### config.mk
export PLATFORM = sky130hd
export DESIGN_NAME = fie_exec
export DESIGN_NICKNAME = d
export VERILOG_FILES = /design/src/rtl/fie_pkg.sv /design/src/rtl/fie_exec.sv
export SDC_FILE = /design/constraint.sdc
export NUM_CORES = 1
export LEC_CHECK = 0
export ABC_AREA = 0
export BUFFER_PORTS_ARGS = -buffer_cell sky130_fd_sc_hd__buf_4
export CAP_MARGIN = 10
export CORE_MARGIN = 2
export CORE_UTILIZATION = 45
export CTS_CLUSTER_SIZE = 40
export DETAILED_ROUTE_END_ITERATION = 6
export GPL_TIMING_DRIVEN = 0
export RECOVER_POWER = 100
export SLEW_MARGIN = 25
export SYNTH_ARGS = -nofsm -noshare
export SYNTH_HDL_FRONTEND = slang
export SYNTH_SLANG_ARGS = --single-unit
### constraint.sdc
create_clock -name clk -period 15.8 [get_ports clk]
set_input_delay 0.79 -clock clk [delete_from_list [all_inputs] [get_ports clk]]
set_output_delay 0.79 -clock clk [all_outputs]
set_load 0.005 [all_outputs]
### src/rtl/fie_pkg.sv
// package for the float/integer/exponent execution block
// assumes an apb master on the single processor clock
package fie_pkg;

   // ----------------------------------------------------------------
   // register offsets (byte addresses)
   // ----------------------------------------------------------------
   localparam logic [7:0] FIE_CTRL_OFS   = 8'h00;
   localparam logic [7:0] FIE_ACCHI_OFS  = 8'h04;
   localparam logic [7:0] FIE_ACCLO_OFS  = 8'h08;
   localparam logic [7:0] FIE_SRC_OFS    = 8'h0C;
   localparam logic [7:0] FIE_CMD_OFS    = 8'h10;
   localparam logic [7:0] FIE_RESULT_OFS = 8'h14;
   localparam logic [7:0] FIE_STATUS_OFS = 8'h18;

   // ----------------------------------------------------------------
   // control field positions and reset values
   // ----------------------------------------------------------------
   localparam int FIE_CTRL_W       = 9;
   localparam int FIE_LONG_BIT     = 0;
   localparam int FIE_DOUBLE_BIT   = 1;
   localparam int FIE_CHOP_BIT     = 2;
   localparam int FIE_UNDEFTE_BIT  = 3;
   localparam int FIE_CONVTE_BIT   = 4;
   localparam int FIE_OVFTE_BIT    = 5;
   localparam int FIE_UNFTE_BIT    = 6;
   localparam int FIE_DSTREG_BIT   = 7;
   localparam int FIE_VARIANT_BIT  = 8;
   localparam logic [FIE_CTRL_W-1:0] FIE_CTRL_RST = 9'h000;
   localparam logic [63:0] FIE_ACC_RST = 64'h0000_0000_0000_0000;

   // status field positions
   localparam int FIE_ST_FPU_LSB  = 0;
   localparam int FIE_ST_CPU_LSB  = 4;
   localparam int FIE_ST_TRAP_BIT = 8;
   localparam int FIE_ST_CAUSE_LSB = 9;
   localparam int FIE_ST_BUSY_BIT = 11;

   // ----------------------------------------------------------------
   // number format constants
   // ----------------------------------------------------------------
   localparam logic [7:0]         FIE_POW_BIAS  = 8'h80;
   localparam logic signed [15:0] FIE_SRC_MAX   = 16'sh007F;
   localparam logic signed [15:0] FIE_SRC_MIN   = 16'shFF81;
   localparam logic [33:0]        FIE_BOUND_W   = 34'h0_0000_7FFF;
   localparam logic [33:0]        FIE_BOUND_L   = 34'h0_7FFF_FFFF;

   // ----------------------------------------------------------------
   // types
   // ----------------------------------------------------------------
   typedef enum logic [1:0] {
      FIE_OP_STCONV = 2'b00,
      FIE_OP_LDPOW  = 2'b01,
      FIE_OP_STPOW  = 2'b11,
      FIE_OP_CLEAR  = 2'b10
   } fie_op_e;

   typedef enum logic [1:0] {
      FIE_TRAP_NONE = 2'b00,
      FIE_TRAP_CONV = 2'b01,
      FIE_TRAP_OVF  = 2'b10,
      FIE_TRAP_UNF  = 2'b11
   } fie_trap_e;

   typedef enum logic {
      FIE_ST_IDLE = 1'b0,
      FIE_ST_EXEC = 1'b1
   } fie_fsm_e;

   typedef struct packed {
      logic n;
      logic z;
      logic v;
      logic c;
   } fie_flags_s;

   typedef struct packed {
      logic [7:0]  paddr;
      logic        psel;
      logic        penable;
      logic        pwrite;
      logic [31:0] pwdata;
   } fie_apb_req_s;

   typedef struct packed {
      logic [31:0] prdata;
      logic        pready;
      logic        pslverr;
   } fie_apb_rsp_s;

endpackage : fie_pkg

### src/rtl/fie_exec.sv
// float/integer/exponent execution block with its apb register file
// assumes one 100 MHz clock, asynchronous active-low reset, apb master
//
// Overview of operation
// RL1: store-as-integer converts the accumulator to two's complement, width from long select, precision from double select.
// RL2: the integer bound is 2**15-1 for word and 2**31-1 for long, and in range means strictly inside -bound-1 .. bound+1.
// RL3: an out-of-range conversion stores zero and sets the carry flag, otherwise the carry flag is cleared.
// RL4: a long conversion to a register or immediate destination stores only the upper 16 bits.
// RL5: conversion always chops toward the integer part whatever the chop mode bit says.
// RL6: conversion never traps on minus zero and traps on failure only with the conversion trap enable set.
// RL7: load power with source inside -128..128 writes source plus 128 into the power field and keeps the rest.
// RL8: load power above 127 with overflow trap enabled traps, variant one loads bits 6:0, variant two bits 7:0, overflow set.
// RL9: load power above 127 without overflow trap zeroes the accumulator on variant one, loads source plus 128 on variant two.
// RL10: load power below -127 without underflow trap zeroes the accumulator on both variants.
// RL11: load power below -127 with underflow trap traps, variant one loads bits 6:0, variant two source plus 128.
// RL12: load power never traps on minus zero even with the undefined variable trap enable set.
// RL13: the hidden bit counts only when the power field is non-zero, so a loaded power revives a zero accumulator.
// RL14: clear writes exact zero, sets the zero flag and clears carry, overflow and negative.
// RL15: clear never traps, overflows or underflows.
// RL16: store power writes the power field minus 128, clears carry and overflow, sets zero and negative from the result and copies codes.
// RL17: after store-as-integer overflow is cleared, zero and negative follow the stored value, all four flags are copied.
`timescale 1ns/10ps
`default_nettype none

module fie_exec
   import fie_pkg::*;
(
   // clock and reset
   input  wire logic                  clk,
   input  wire logic                  rst_b,
   // apb slave
   input  wire fie_pkg::fie_apb_req_s apbReq,
   output var  fie_pkg::fie_apb_rsp_s apbRsp
);
   import fie_pkg::*;

   // -----------------------------------------------------------------
   // state
   // -----------------------------------------------------------------
   typedef struct packed {
      fie_fsm_e              fsm;
      fie_op_e               op;
      logic [FIE_CTRL_W-1:0] ctrl;
      logic [63:0]           acc;
      logic [15:0]           src;
      logic [31:0]           result;
      fie_flags_s            fpuFlags;
      fie_flags_s            cpuFlags;
      logic                  trapPend;
      fie_trap_e             trapCause;
      logic [31:0]           rdata;
   } fie_state_s;

   typedef struct packed {
      logic        outOfRange;
      logic [31:0] value;
   } fie_conv_s;

   fie_state_s cur;
   fie_state_s next_cur;

   // -----------------------------------------------------------------
   // helpers
   // -----------------------------------------------------------------
   function automatic logic isMapped(input logic [7:0] a);
      isMapped = (a == FIE_CTRL_OFS) || (a == FIE_ACCHI_OFS) || (a == FIE_ACCLO_OFS) ||
                 (a == FIE_SRC_OFS) || (a == FIE_CMD_OFS) || (a == FIE_RESULT_OFS) ||
                 (a == FIE_STATUS_OFS);
   endfunction : isMapped

   function automatic logic [31:0] readMux(input fie_state_s s, input logic [7:0] a);
      logic [31:0] r;
      r = 32'h0000_0000;
      case (a)
         FIE_CTRL_OFS:   r = {23'h00_0000, s.ctrl};
         FIE_ACCHI_OFS:  r = s.acc[63:32];
         FIE_ACCLO_OFS:  r = s.acc[31:0];
         FIE_SRC_OFS:    r = {16'h0000, s.src};
         FIE_RESULT_OFS: r = s.result;
         FIE_STATUS_OFS: begin
            r[FIE_ST_FPU_LSB +: 4]   = s.fpuFlags;
            r[FIE_ST_CPU_LSB +: 4]   = s.cpuFlags;
            r[FIE_ST_TRAP_BIT]       = s.trapPend;
            r[FIE_ST_CAUSE_LSB +: 2] = s.trapCause;
            r[FIE_ST_BUSY_BIT]       = (s.fsm == FIE_ST_EXEC);
         end
         default:        r = 32'h0000_0000;
      endcase
      readMux = r;
   endfunction : readMux

   // chops toward zero: bits below the binary point are simply dropped
   function automatic fie_conv_s toInteger(input logic [63:0] a, input logic dbl,
                                           input logic lng);
      logic [55:0]      mant;
      logic signed [9:0] k;
      logic [33:0]      mag;
      logic [33:0]      bound;
      fie_conv_s        r;
      mant  = {1'b1, a[54:0]};
      k     = $signed({2'b00, a[62:55]}) - $signed({2'b00, FIE_POW_BIAS});
      mag   = 34'h0_0000_0000;
      bound = lng ? FIE_BOUND_L : FIE_BOUND_W;                          // see RL2
      r.outOfRange = 1'b0;
      if (!dbl) begin
         mant[31:0] = 32'h0000_0000;                                     // see RL1
      end
      if (a[62:55] == 8'h00 || k <= 10'sd0) begin                        // see RL13
         mag = 34'h0_0000_0000;
      end else if (k > 10'sd33) begin
         r.outOfRange = 1'b1;
      end else begin
         mag = 34'(mant >> (7'd56 - 7'(k)));                             // see RL5
      end
      // strict on both sides, so minus bound minus one is refused as well
      if (mag > bound) begin                                             // see RL2
         r.outOfRange = 1'b1;
      end
      r.value = a[63] ? 32'(34'h0 - mag) : mag[31:0];                    // see RL1
      toInteger = r;
   endfunction : toInteger

   // -----------------------------------------------------------------
   // next state
   // -----------------------------------------------------------------
   always_comb begin
      logic              wrAcc;
      logic [7:0]        ad;
      logic signed [15:0] srcS;
      logic [7:0]        sumPow;
      logic [15:0]       powDiff;
      logic [31:0]       stored;
      logic              storedNeg;
      logic              lng;
      logic              variantTwo;
      fie_conv_s         conv;
      wrAcc      = apbReq.psel && apbReq.penable && apbReq.pwrite;
      ad         = apbReq.paddr;
      srcS       = $signed(cur.src);
      sumPow     = cur.src[7:0] + FIE_POW_BIAS;
      powDiff    = {8'h00, cur.acc[62:55]} - {8'h00, FIE_POW_BIAS};
      lng        = cur.ctrl[FIE_LONG_BIT];
      variantTwo = cur.ctrl[FIE_VARIANT_BIT];
      conv       = toInteger(cur.acc, cur.ctrl[FIE_DOUBLE_BIT], lng);
      stored     = 32'h0000_0000;
      storedNeg  = 1'b0;
      next_cur   = cur;

      // register writes; a clear of the trap bit loses to a new trap below
      if (wrAcc) begin
         case (ad)
            FIE_CTRL_OFS:   next_cur.ctrl        = apbReq.pwdata[FIE_CTRL_W-1:0];
            FIE_ACCHI_OFS:  next_cur.acc[63:32]  = apbReq.pwdata;
            FIE_ACCLO_OFS:  next_cur.acc[31:0]   = apbReq.pwdata;
            FIE_SRC_OFS:    next_cur.src         = apbReq.pwdata[15:0];
            FIE_CMD_OFS: begin
               if (cur.fsm == FIE_ST_IDLE) begin
                  next_cur.op  = fie_op_e'(apbReq.pwdata[1:0]);
                  next_cur.fsm = FIE_ST_EXEC;
               end
            end
            FIE_STATUS_OFS: begin
               if (apbReq.pwdata[FIE_ST_TRAP_BIT]) begin
                  next_cur.trapPend  = 1'b0;
                  next_cur.trapCause = FIE_TRAP_NONE;
               end
            end
            default: ;
         endcase
      end

      // execution, one cycle after the command write
      if (cur.fsm == FIE_ST_EXEC) begin
         next_cur.fsm = FIE_ST_IDLE;
         case (cur.op)
            FIE_OP_STCONV: begin
               if (!conv.outOfRange) begin
                  if (lng && cur.ctrl[FIE_DSTREG_BIT]) begin                 // see RL4
                     stored    = {16'h0000, conv.value[31:16]};
                     storedNeg = conv.value[31];
                  end else if (lng) begin
                     stored    = conv.value;
                     storedNeg = conv.value[31];
                  end else begin
                     stored    = {16'h0000, conv.value[15:0]};
                     storedNeg = conv.value[15];
                  end
               end
               next_cur.result     = stored;                                 // see RL3
               next_cur.fpuFlags.c = conv.outOfRange;                        // see RL3
               next_cur.fpuFlags.v = 1'b0;                                   // see RL17
               next_cur.fpuFlags.z = (stored == 32'h0000_0000);              // see RL17
               next_cur.fpuFlags.n = storedNeg;                              // see RL17
               next_cur.cpuFlags   = {storedNeg, stored == 32'h0000_0000,
                                      1'b0, conv.outOfRange};                // see RL17
               // no minus-zero check here: the operand stays in the accumulator
               if (conv.outOfRange && cur.ctrl[FIE_CONVTE_BIT]) begin        // see RL6
                  next_cur.trapPend  = 1'b1;
                  next_cur.trapCause = FIE_TRAP_CONV;
               end
            end
            FIE_OP_LDPOW: begin
               // the undefined-variable enable is never consulted here  // see RL12
               if (srcS > FIE_SRC_MAX) begin
                  if (cur.ctrl[FIE_OVFTE_BIT]) begin                         // see RL8
                     next_cur.acc[62:55] = variantTwo ? cur.src[7:0] : {1'b0, cur.src[6:0]};
                     next_cur.trapPend   = 1'b1;
                     next_cur.trapCause  = FIE_TRAP_OVF;
                  end else if (variantTwo) begin                             // see RL9
                     next_cur.acc[62:55] = sumPow;
                  end else begin
                     next_cur.acc = FIE_ACC_RST;                             // see RL9
                  end
               end else if (srcS < FIE_SRC_MIN) begin
                  if (cur.ctrl[FIE_UNFTE_BIT]) begin                         // see RL11
                     next_cur.acc[62:55] = variantTwo ? sumPow : {1'b0, cur.src[6:0]};
                     next_cur.trapPend   = 1'b1;
                     next_cur.trapCause  = FIE_TRAP_UNF;
                  end else begin
                     next_cur.acc = FIE_ACC_RST;                             // see RL10
                  end
               end else begin
                  next_cur.acc[62:55] = sumPow;                              // see RL7
               end
               next_cur.fpuFlags.c = 1'b0;
               next_cur.fpuFlags.v = (srcS > FIE_SRC_MAX);                   // see RL8
               next_cur.fpuFlags.z = (next_cur.acc[62:55] == 8'h00);         // see RL13
               next_cur.fpuFlags.n = next_cur.acc[63];
            end
            FIE_OP_STPOW: begin
               next_cur.result   = {{16{powDiff[15]}}, powDiff};              // see RL16
               next_cur.fpuFlags = {powDiff[15], powDiff == 16'h0000, 2'b00}; // see RL16
               next_cur.cpuFlags = {powDiff[15], powDiff == 16'h0000, 2'b00}; // see RL16
            end
            FIE_OP_CLEAR: begin
               next_cur.acc      = FIE_ACC_RST;                              // see RL14
               next_cur.fpuFlags = 4'b0100;                                  // see RL14
               // nothing here can raise a trap                          // see RL15
            end
            default: ;
         endcase
      end

      // read data is taken in the setup phase from the state the access sees
      if (apbReq.psel && !apbReq.penable) begin
         next_cur.rdata = readMux(next_cur, ad);
      end
   end

   always_ff @(posedge clk or negedge rst_b) begin
      if (!rst_b) begin
         cur <= '{fsm: FIE_ST_IDLE, op: FIE_OP_STCONV, ctrl: FIE_CTRL_RST, acc: FIE_ACC_RST,
                  src: 16'h0000, result: 32'h0000_0000, fpuFlags: 4'h0, cpuFlags: 4'h0,
                  trapPend: 1'b0, trapCause: FIE_TRAP_NONE, rdata: 32'h0000_0000};
      end else begin
         cur <= next_cur;
      end
   end

   // -----------------------------------------------------------------
   // apb answer: zero wait states, error on unmapped offsets
   // -----------------------------------------------------------------
   always_comb begin
      apbRsp.prdata  = cur.rdata;
      apbRsp.pready  = 1'b1;
      apbRsp.pslverr = apbReq.psel && apbReq.penable && !isMapped(apbReq.paddr);
   end

   logic execConv;
   logic execLd;
   logic execSt;
   logic execClr;
   assign execConv = (cur.fsm == FIE_ST_EXEC) && (cur.op == FIE_OP_STCONV);
   assign execLd   = (cur.fsm == FIE_ST_EXEC) && (cur.op == FIE_OP_LDPOW);
   assign execSt   = (cur.fsm == FIE_ST_EXEC) && (cur.op == FIE_OP_STPOW);
   assign execClr  = (cur.fsm == FIE_ST_EXEC) && (cur.op == FIE_OP_CLEAR);

   logic lngBit;
   logic dstBit;
   assign lngBit = cur.ctrl[FIE_LONG_BIT];
   assign dstBit = cur.ctrl[FIE_DSTREG_BIT];
endmodule : fie_exec

`default_nettype wire

# [Word level (Yosys, flattened, before mapping)]
# Index checks and enable logic that the tools add are counted.
[op_classes] n_addsub=5 magnitude_cmp=5 eq_ne=9 shifts=1 n_mux=58 bitwise_logic=1 reduce_logical=22
[ops] op="$mux W32" n=9
[ops] op="$mux W64" n=4
[ops] op="$mux W55" n=4
[ops] op="$pmux W64 S2" n=1
[ops] op="$mux W92" n=1
[ops] op="$pmux W20 S4" n=1
[ops] op="$pmux W12 S6" n=1
[ops] op="$mux W34" n=2
[ops] op="$pmux W32 S2" n=1
[ops] op="$shr A56 B7 Y34" n=1
[ops] op="$mux W8" n=6
[ops] op="$mux W43" n=1
[ops] op="$gt A34 B31 Y1" n=1
[ops] op="$logic_not A32 Y1" n=1
[ops] op="$sub A1 B32 Y32 const A" n=1
[ops] op="$mux W31" n=1
[ops] op="$mux W3" n=9
[ops] op="$eq A8 B5 Y1 const B" n=3
[ops] op="$logic_not A8 Y1" n=3
[ops] op="$sub A8 B8 Y9 const B" n=2
[ops] op="$eq A8 B4 Y1 const B" n=2
[ops] op="$gt A16 B8 Y1 const B" n=1
[ops] op="$logic_not A16 Y1" n=1
[ops] op="$lt A16 B8 Y1 const B" n=1
[ops] op="20 further kinds" n=43
[word_totals] regBits=167 in_bits=45 output_inout_bits=34 wordCells=118

# [Longest topological paths before layout]
# Gate-level depths: netlist of the first run.
[logic_depth] depth_word=16 depth_mapped=36 depth_no_buf=24

# [Worst setup path before layout of the first run]
# OpenSTA, ideal clock, no wires.
[synth_timing] path_kind="reg-to-reg" startpoint="reg cur[146] in the netlist's numbering" endpoint="reg cur (netlist bit apbRsp[4])" t_arrival_ns=6.474 t_required_ns=15.674 setup_slack_ns=9.200 path_stages_with_launch=35 path_buffers=10 path_cell_list="dfrtp_1 > buf_6 > buf_8 > buf_12 > buf_8 > buf_8 > inv_1 > ha_1 > ha_1 > buf_2 > buf_6 > buf_6 > nand2_1 > clkbuf_1 > o22a_1 > a222oi_1 > a21oi_1 > or4_1 > inv_1 > ha_1 > a21o_1 > a21o_1 > a21o_1 > a21o_1 > a21o_1 > a21oi_1 > o21ai_0 > o21a_1 > nor3_1 > clkbuf_1 > o21ai_0 > o311a_1 > and4_1 > a31o_1 > a221o_1"
[synth_lines] item="start: declaration" line="fie_exec.sv:59" text="fie_state_s cur;"
[synth_lines] item="start signal: assignment" line="fie_exec.sv:252" text="cur <= '{fsm: FIE_ST_IDLE, op: FIE_OP_STCONV, ctrl: FIE_CTRL_RST, acc: FIE_ACC_RST,"
[synth_lines] item="start signal: assignment" line="fie_exec.sv:256" text="cur <= next_cur;"

==> results of run 1 <==
## stage by stage
stage	std cells	worst slack [ns]	total power, mW	hold slack [ns]	utilization
floorplan	1645	9.20	0.495	0.451	-
global placement	2121	7.45	0.540	0.467	0.492
detailed placement	2124	7.49	0.541	0.474	0.494
CTS	2156	7.42	0.947	0.388	0.513
global route	2156	3.46	0.972	0.511	0.509
finish	2156	4.06	0.946	0.481	0.509
## area by class of cell
class	instances	area (sq um)
flip-flops and latches	167	4180
inverters	27	101
well taps	402	503
plain buffers	170	875
clock buffers	20	467
multi-input cells	1281	9310
clock inverters	12	115
fillers	3064	15500
repair buffers	77	568
## critical path, delay by kind of cell, from the launching register on
| family | cells | cell delay, ns |
|---|---|---|
| buffers and inverters | 12 | 5.42 |
| DFF | 1 | 0.37 |
| AOI/OAI and AO/OA | 6 | 2.35 |
| muxes | 2 | 0.92 |
| and+or+nand+nor | 9 | 1.52 |
| adders and majority gates | 3 | 1.00 |
## state kept, by name (all words and copies together) (netlist names)
| signal | count |
|---|---|
| cur | 135 |
| apbRsp | 32 |
## kinds of logic after synthesis
logic type      count (synthesis)
other cells                     1
mux                           212
xor+xnor                       27
compound gates                497
flops                         167
simple gates                  519
fa+ha+maj                      25
buf+inv                       197
## layout by cell type, fill, tap and decap left out, types with 21 or more instances in the layout
cell type / count
sky130_fd_sc_hd__nand2_1: 175
sky130_fd_sc_hd__dfrtp_1: 167
sky130_fd_sc_hd__nor2_1: 116
sky130_fd_sc_hd__a21oi_1: 114
sky130_fd_sc_hd__mux2i_1: 111
sky130_fd_sc_hd__clkbuf_1: 96
sky130_fd_sc_hd__o21ai_0: 83
sky130_fd_sc_hd__buf_4: 80
sky130_fd_sc_hd__nand3_1: 56
sky130_fd_sc_hd__mux4_2: 41
sky130_fd_sc_hd__mux2_2: 40
sky130_fd_sc_hd__clkbuf_4: 34
sky130_fd_sc_hd__nor3_1: 33
sky130_fd_sc_hd__o22ai_1: 28
sky130_fd_sc_hd__buf_2: 25
sky130_fd_sc_hd__ha_1: 25
sky130_fd_sc_hd__inv_1: 23
sky130_fd_sc_hd__o221ai_1: 23
sky130_fd_sc_hd__a22oi_1: 21
## per-layer routing
| metal | routed length (um) | global-route usage |
|---|---|---|
| met1 | 25800 | 0.510 |
| met2 | 28200 | 0.587 |
| met3 | 5890 | 0.0622 |
| met4 | 3740 | 0.199 |
| met5 | 0 | 0 |
## where the power goes
| group | switching, mW | leakage [nW] | internal (mW) |
|---|---|---|---|
| clock | 0.180 | 0.280 | 0.232 |
| sequential | 0.00646 | 2.27 | 0.433 |
| combinational | 0.0625 | 4.48 | 0.0324 |
| total | 0.249 | 7.03 | 0.697 |
## final timing paths
kind | end | start | cells past startpoint | slack, ns
min in group asynchronous | apbRsp[9] | rst_b | 1 | 2.01
max reg2reg | apbRsp[4] | cur[146] | 32 | 4.06
min | apbRsp[28] | apbRsp[28] | 2 | 0.48
max | apbRsp[4] | cur[146] | 32 | 4.06
min reg2reg | apbRsp[28] | apbRsp[28] | 2 | 0.48
max in group asynchronous | cur[90] | rst_b | 2 | 8.09
==> Implementation_results.wiki, run 1 <==
{| class="wikitable"
! Metric !! Value
|-
| Number of inserted diodes || 0
|-
| Routed wirelength normalized by instance count || 29.6 um
|-
| Post-CTS setup buffer count || 0
|-
| Global-route congestion overflow total || 0
|-
| Main flop type after synthesis || sky130_fd_sc_hd__dfrtp_1
|-
| Final-layout setup total negative slack || 0 ns
|-
| Number of H-tree levels || 4
|-
| Slew Limit Fails || 170
|-
| Xor/xnor cell area share of the yosys netlist || 0.0168
|-
| Cell at the slowest stage of the critical path || sky130_fd_sc_hd__o21ai_1
|-
| Std-Cell Core Area || 31,600 sq um
|-
| Vias in the first global route || 14,412
|-
| Maximum fanout count along the critical path || 10
|-
| Slew at the pin with the worst max-slew slack || 4.65 ns
|-
| Overall die width || 184 um
|-
| Count of flip-flops with a built-in enable after synthesis || 0
|-
| Achievable frequency || 0.0852 GHz
|-
| Count of nets after finishing || 1,811
|-
| Total of warnings raised by yosys || 0
|-
| Unrepaired setup endpoints after global routing || no
|-
| Area added between synthesis and finish || 11.1%
|-
| Top-count cell post-synth || sky130_fd_sc_hd__nand2_1
|-
| Type of the worst min-delay path || reg -> reg
|-
| Biggest cell delay along the critical path || 0.78 ns
|-
| WL final || 63,700 um
|-
| Cell area after layout || around 16,000 sq um
|-
| IO buf count || 74
|-
| Yosys top cell by area || sky130_fd_sc_hd__dfrtp_1
|-
| Leak Pwr || about 7 nW
|-
| Main combinational cell family by area after synthesis || compound AO/OA/AOI/OAI gates
|-
| Count of unresolved DRC violations after routing || 0
|-
| Latest clock arrival within the worst-skew pair || between 0.4 and 0.5 ns
|-
| Worst slew margin relative to its limit || -2.10
|-
| Net Count, Synth || 1,715
|-
| Max_cap viols || 2
|-
| Critical Path Source Type || flop
|-
| Portion of netlist area occupied by mux cells || 0.187
|-
| Post-route clock skew || just under 0.01 ns
|-
| Die span in y || 184 um
|-
| Number of detailed-routing iterations run before antenna repair || 7
|-
| Capturing element type of the critical path || flop
|-
| Post-DP Area || 15,600 sq um
|-
| Number of cell rows || 65
|-
| DR vias || between 15,000 and 20,000
|-
| Adder-cell share of the synthesized area || 0.0216
|-
| Distinct cells, synth || a little over 100
|-
| Global-route wire length before repair || approximately 94,000 um
|-
| Critical path type || reg -> reg
|-
| Count of routing violations after the opening detailed-route iteration || 2,082
|-
| Placed wire-length estimate after detailed placement || 50,500 um
|-
| Post-route clock period utilization || 0.743
|-
| Clk root buf || sky130_fd_sc_hd__clkbuf_16
|-
| Total of cells resized after clock tree synthesis || 0
|-
| Reg clk slew, reported paths || about 0.070 ns
|-
| Starting density of the core || 0.458
|-
| Hold-fix buffers, CTS || 0
|-
| Total standard cell area after synthesis || 14,500 sq um
|-
| Post-synthesis cell count || between 1,500 and 2,000
|-
| Most repeated library cell on the critical path || sky130_fd_sc_hd__clkbuf_1
|-
| Run status || finished with violations
|-
| Post-layout minimum cycle time || around 12 ns
|-
| Number of top-level pins || 79
|-
| WP data arrival || 12.05 ns
|-
| Worst path required time || 16.11 ns
|-
| Top cells by area, synth || sky130_fd_sc_hd__dfrtp_1 29%, sky130_fd_sc_hd__mux2i_1 7.7%, sky130_fd_sc_hd__mux4_2 6.4%, sky130_fd_sc_hd__mux2_2 4.6%, sky130_fd_sc_hd__nand2_1 4.5%
|-
| Final setup violation count || 0
|-
| Seq/Total Area, Yosys || 0.288
|-
| Largest net degree at the start of global routing || between 80 and 90
|-
| Die area || 33,700 sq um
|-
| Simple-gate portion of the synthesized area || 0.174
|-
| Synth top area share || 0.288
|-
| Failing checks || max-capacitance violations, max-slew violations
|-
| Overall global routing resource usage || 0.379
|-
| Share of flip-flops with an asynchronous set or reset || 1.00
|-
| Initial antenna violation count || 0
|-
| Final Hold Vio Count || 0
|-
| TritonCTS sink count || 167
|-
| Routed via count divided by cell count || 6.97
|-
| Top post-synthesis cells by count || 175 x sky130_fd_sc_hd__nand2_1, 167 x sky130_fd_sc_hd__dfrtp_1, 116 x sky130_fd_sc_hd__nor2_1, 115 x sky130_fd_sc_hd__a21oi_1, 111 x sky130_fd_sc_hd__mux2i_1
|-
| CTS max path bufs || 2
|-
| IR drop worst, VDD || 0.0801 mV
|-
| Final weighted congestion in routability-driven placement || 1.01
|-
| Clock tree from TritonCTS || built
|-
| Per-instance average area after synthesis || about 8.8 sq um
|-
| Number of buffers created by CTS || 17
|-
| Synth Area in Compound Gates || 0.240
|-
| Share of final-layout standard cells stronger than drive strength 1 || 0.167
|-
| Power per standard cell area || 58.7 nW/um^2
|-
| Synthesized flop and latch total || 167
|-
| Residual antenna-violating net count after detailed routing || 0
|}
Power figures use the tool's default switching activity.
==> run 2: changes to the inputs <==
Clock period 15.8 ns to 9.5 ns, I/O delays scaled along.
==> Implementation_results.wiki, run 2 (synthesis results as in run 1) <==
{| class="wikitable"
! Metric !! Value
|-
| Run status || finished with violations
|-
| Failing checks || max-capacitance violations, max-slew violations
|-
| Residual antenna-violating net count after detailed routing || 0
|-
| Capturing element type of the critical path || flop
|-
| Clk root buf || sky130_fd_sc_hd__clkbuf_16
|-
| Post-layout minimum cycle time || 8.76 ns
|-
| Count of unresolved DRC violations after routing || 0
|-
| Number of detailed-routing iterations run before antenna repair || 7
|-
| Vias in the first global route || around 14,000
|-
| Final Hold Vio Count || 0
|-
| Latest clock arrival within the worst-skew pair || roughly 0.43 ns
|-
| Std-Cell Core Area || ~32,000 sq um
|-
| Commonest cells after routing, fill and taps aside || 175 x sky130_fd_sc_hd__nand2_1, 167 x sky130_fd_sc_hd__dfrtp_1, 116 x sky130_fd_sc_hd__nor2_1
|-
| Launch point of the worst hold path || apbReq[10]
|-
| Most flops, register || cur
|-
| IR drop worst, VDD || 0.134 mV
|-
| Count of nets after finishing || between 1,500 and 2,000
|-
| Number of inserted diodes || 0
|-
| IO buf count || 74
|-
| Placed wire-length estimate after detailed placement || 50,500 um
|-
| Clock tree from TritonCTS || built
|-
| Number of top-level pins || 79
|-
| Post-route clock skew || 0.00864 ns
|-
| Overall global routing resource usage || 0.379
|-
| Number of cell rows || 65
|-
| Final setup violation count || 0
|-
| Count of routing violations after the opening detailed-route iteration || 2,174
|-
| CTS max path bufs || 2
|-
| Post-CTS setup buffer count || 0
|-
| Post-route clock period utilization || 0.922
|-
| Final-layout fill cell count || 3,055
|-
| Type of the worst min-delay path || in -> reg
|-
| Initial antenna violation count || 0
|-
| Share of final-layout standard cells stronger than drive strength 1 || 0.171
|-
| Cells on Worst Hold Path || 2
|-
| Worst-case hold path end point || cur[85]
|-
| Global-route congestion overflow total || 0
|-
| R2r endpoint || apbRsp[4]
|-
| Combined area of the multi-input logic cells || 9310 sq um
|-
| Storage cell area || 4180 sq um
|-
| Leading cell type in the layout, fill and taps excluded || sky130_fd_sc_hd__nand2_1
|-
| Power per standard cell area || 97.4 nW/um^2
|-
| WL final || 63,800 um
|-
| Final weighted congestion in routability-driven placement || 1.01
|-
| Max_cap viols || 2
|-
| Largest net degree at the start of global routing || 88
|-
| Reg clk slew, reported paths || approximately 0.07 ns
|-
| Worst r2r src || cur[146]
|-
| Number of buffers created by CTS || 17
|-
| Slew at the pin with the worst max-slew slack || 4.66 ns
|-
| Achievable frequency || 0.114 GHz
|-
| Cell depth of the worst flop-to-flop path || 28
|-
| Routed wirelength normalized by instance count || 29.6 um
|-
| Reg2Reg Setup Slack || 0.74 ns
|-
| Final-layout setup total negative slack || 0 ns
|-
| Die span in y || 184 um
|-
| Cell at the slowest stage of the critical path || sky130_fd_sc_hd__nor4bb_1
|-
| Area added between synthesis and finish || 11.5%
|-
| Die area || 33,700 sq um
|-
| Critical Path Source Type || flop
|-
| Number of H-tree levels || 4
|-
| Total of cells resized after clock tree synthesis || 0
|-
| DR vias || 15,009
|-
| Biggest cell delay along the critical path || 0.96 ns
|-
| Max reg flops || 135
|-
| Slew Limit Fails || 170
|-
| Worst slew margin relative to its limit || -2.11
|-
| Routed via count divided by cell count || 6.96
|-
| Maximum fanout count along the critical path || 10
|-
| WP data arrival || 9.07 ns
|-
| Final core utilization || 0.511
|-
| Global-route wire length before repair || 94,200 um
|-
| TritonCTS sink count || 167
|-
| Starting density of the core || 0.458
|-
| Critical path type || reg -> reg
|-
| Most repeated library cell on the critical path || sky130_fd_sc_hd__clkbuf_1
|-
| Overall die width || 184 um
|-
| Unrepaired setup endpoints after global routing || no
|-
| Hold-fix buffers, CTS || 0
|-
| Leak Pwr || 7.08 nW
|-
| Worst path required time || 9.81 ns
|}
-- run 2: worst max path at each step --
stage	start	slack, ns	to
after floorplan	cur[146]	2.90	apbRsp[4]
after global placement	cur[146]	1.15	apbRsp[4]
after detailed placement	cur[146]	1.19	apbRsp[4]
after CTS	cur[146]	1.12	apbRsp[4]
after global routing	cur[146]	0.46	apbRsp[4]
final	cur[146]	0.74	apbRsp[4]
-- run 2: worst max-delay path: cells and delay by family, from the launching register on --
kind | cells | cell delay (ns)
buffers and inverters | 13 | 3.05
DFF | 1 | 0.39
and+or+nand+nor | 4 | 1.99
adders and majority gates | 2 | 0.65
AOI/OAI and AO/OA | 9 | 2.53
-- run 2: report_power, final --
group	internal (mW)	switching [mW]	leakage, nW
clock	0.385	0.300	0.280
sequential	0.721	0.0108	2.27
combinational	0.0546	0.104	4.53
-- run 2: per-stage QoR --
| stage | total power [mW] | setup WS, ns | std cells | instance area (sq um) | hold WS, ns |
|---|---|---|---|---|---|
| global placement | 0.898 | 1.15 | 2121 | 15600 | 0.467 |
| global route | 1.62 | 0.455 | 2156 | 16200 | 0.315 |
| finish | 1.58 | 0.743 | 2156 | 16200 | 0.314 |
| floorplan | 0.824 | 2.90 | 1645 | 14500 | 0.179 |
| detailed placement | 0.901 | 1.19 | 2124 | 15600 | 0.474 |
| CTS | 1.58 | 1.12 | 2156 | 16200 | 0.0725 |
-- run 2: cell type report --
| cell class | instances | share of cell area |
|---|---|---|
| Multi-Input combinational cell | 1281 | 0.575 |
| Sequential cell | 167 | 0.258 |
| Buffer | 170 | 0.0579 |
| Timing Repair Buffer | 77 | 0.0351 |
| Tap cell | 402 | 0.0311 |
| Clock buffer | 20 | 0.0288 |
| Clock inverter | 12 | 0.00712 |
| Inverter | 27 | 0.00626 |
-- run 2: layer usage --
layer	share of wire	GRT usage	up-vias	wire length, um
li1	-	-	6485	-
met1	0.41	0.510	7451	26400
met2	0.44	0.587	909	28300
met3	0.084	0.0622	164	5360
met4	0.058	0.199	0	3700
met5	0	0	-	0
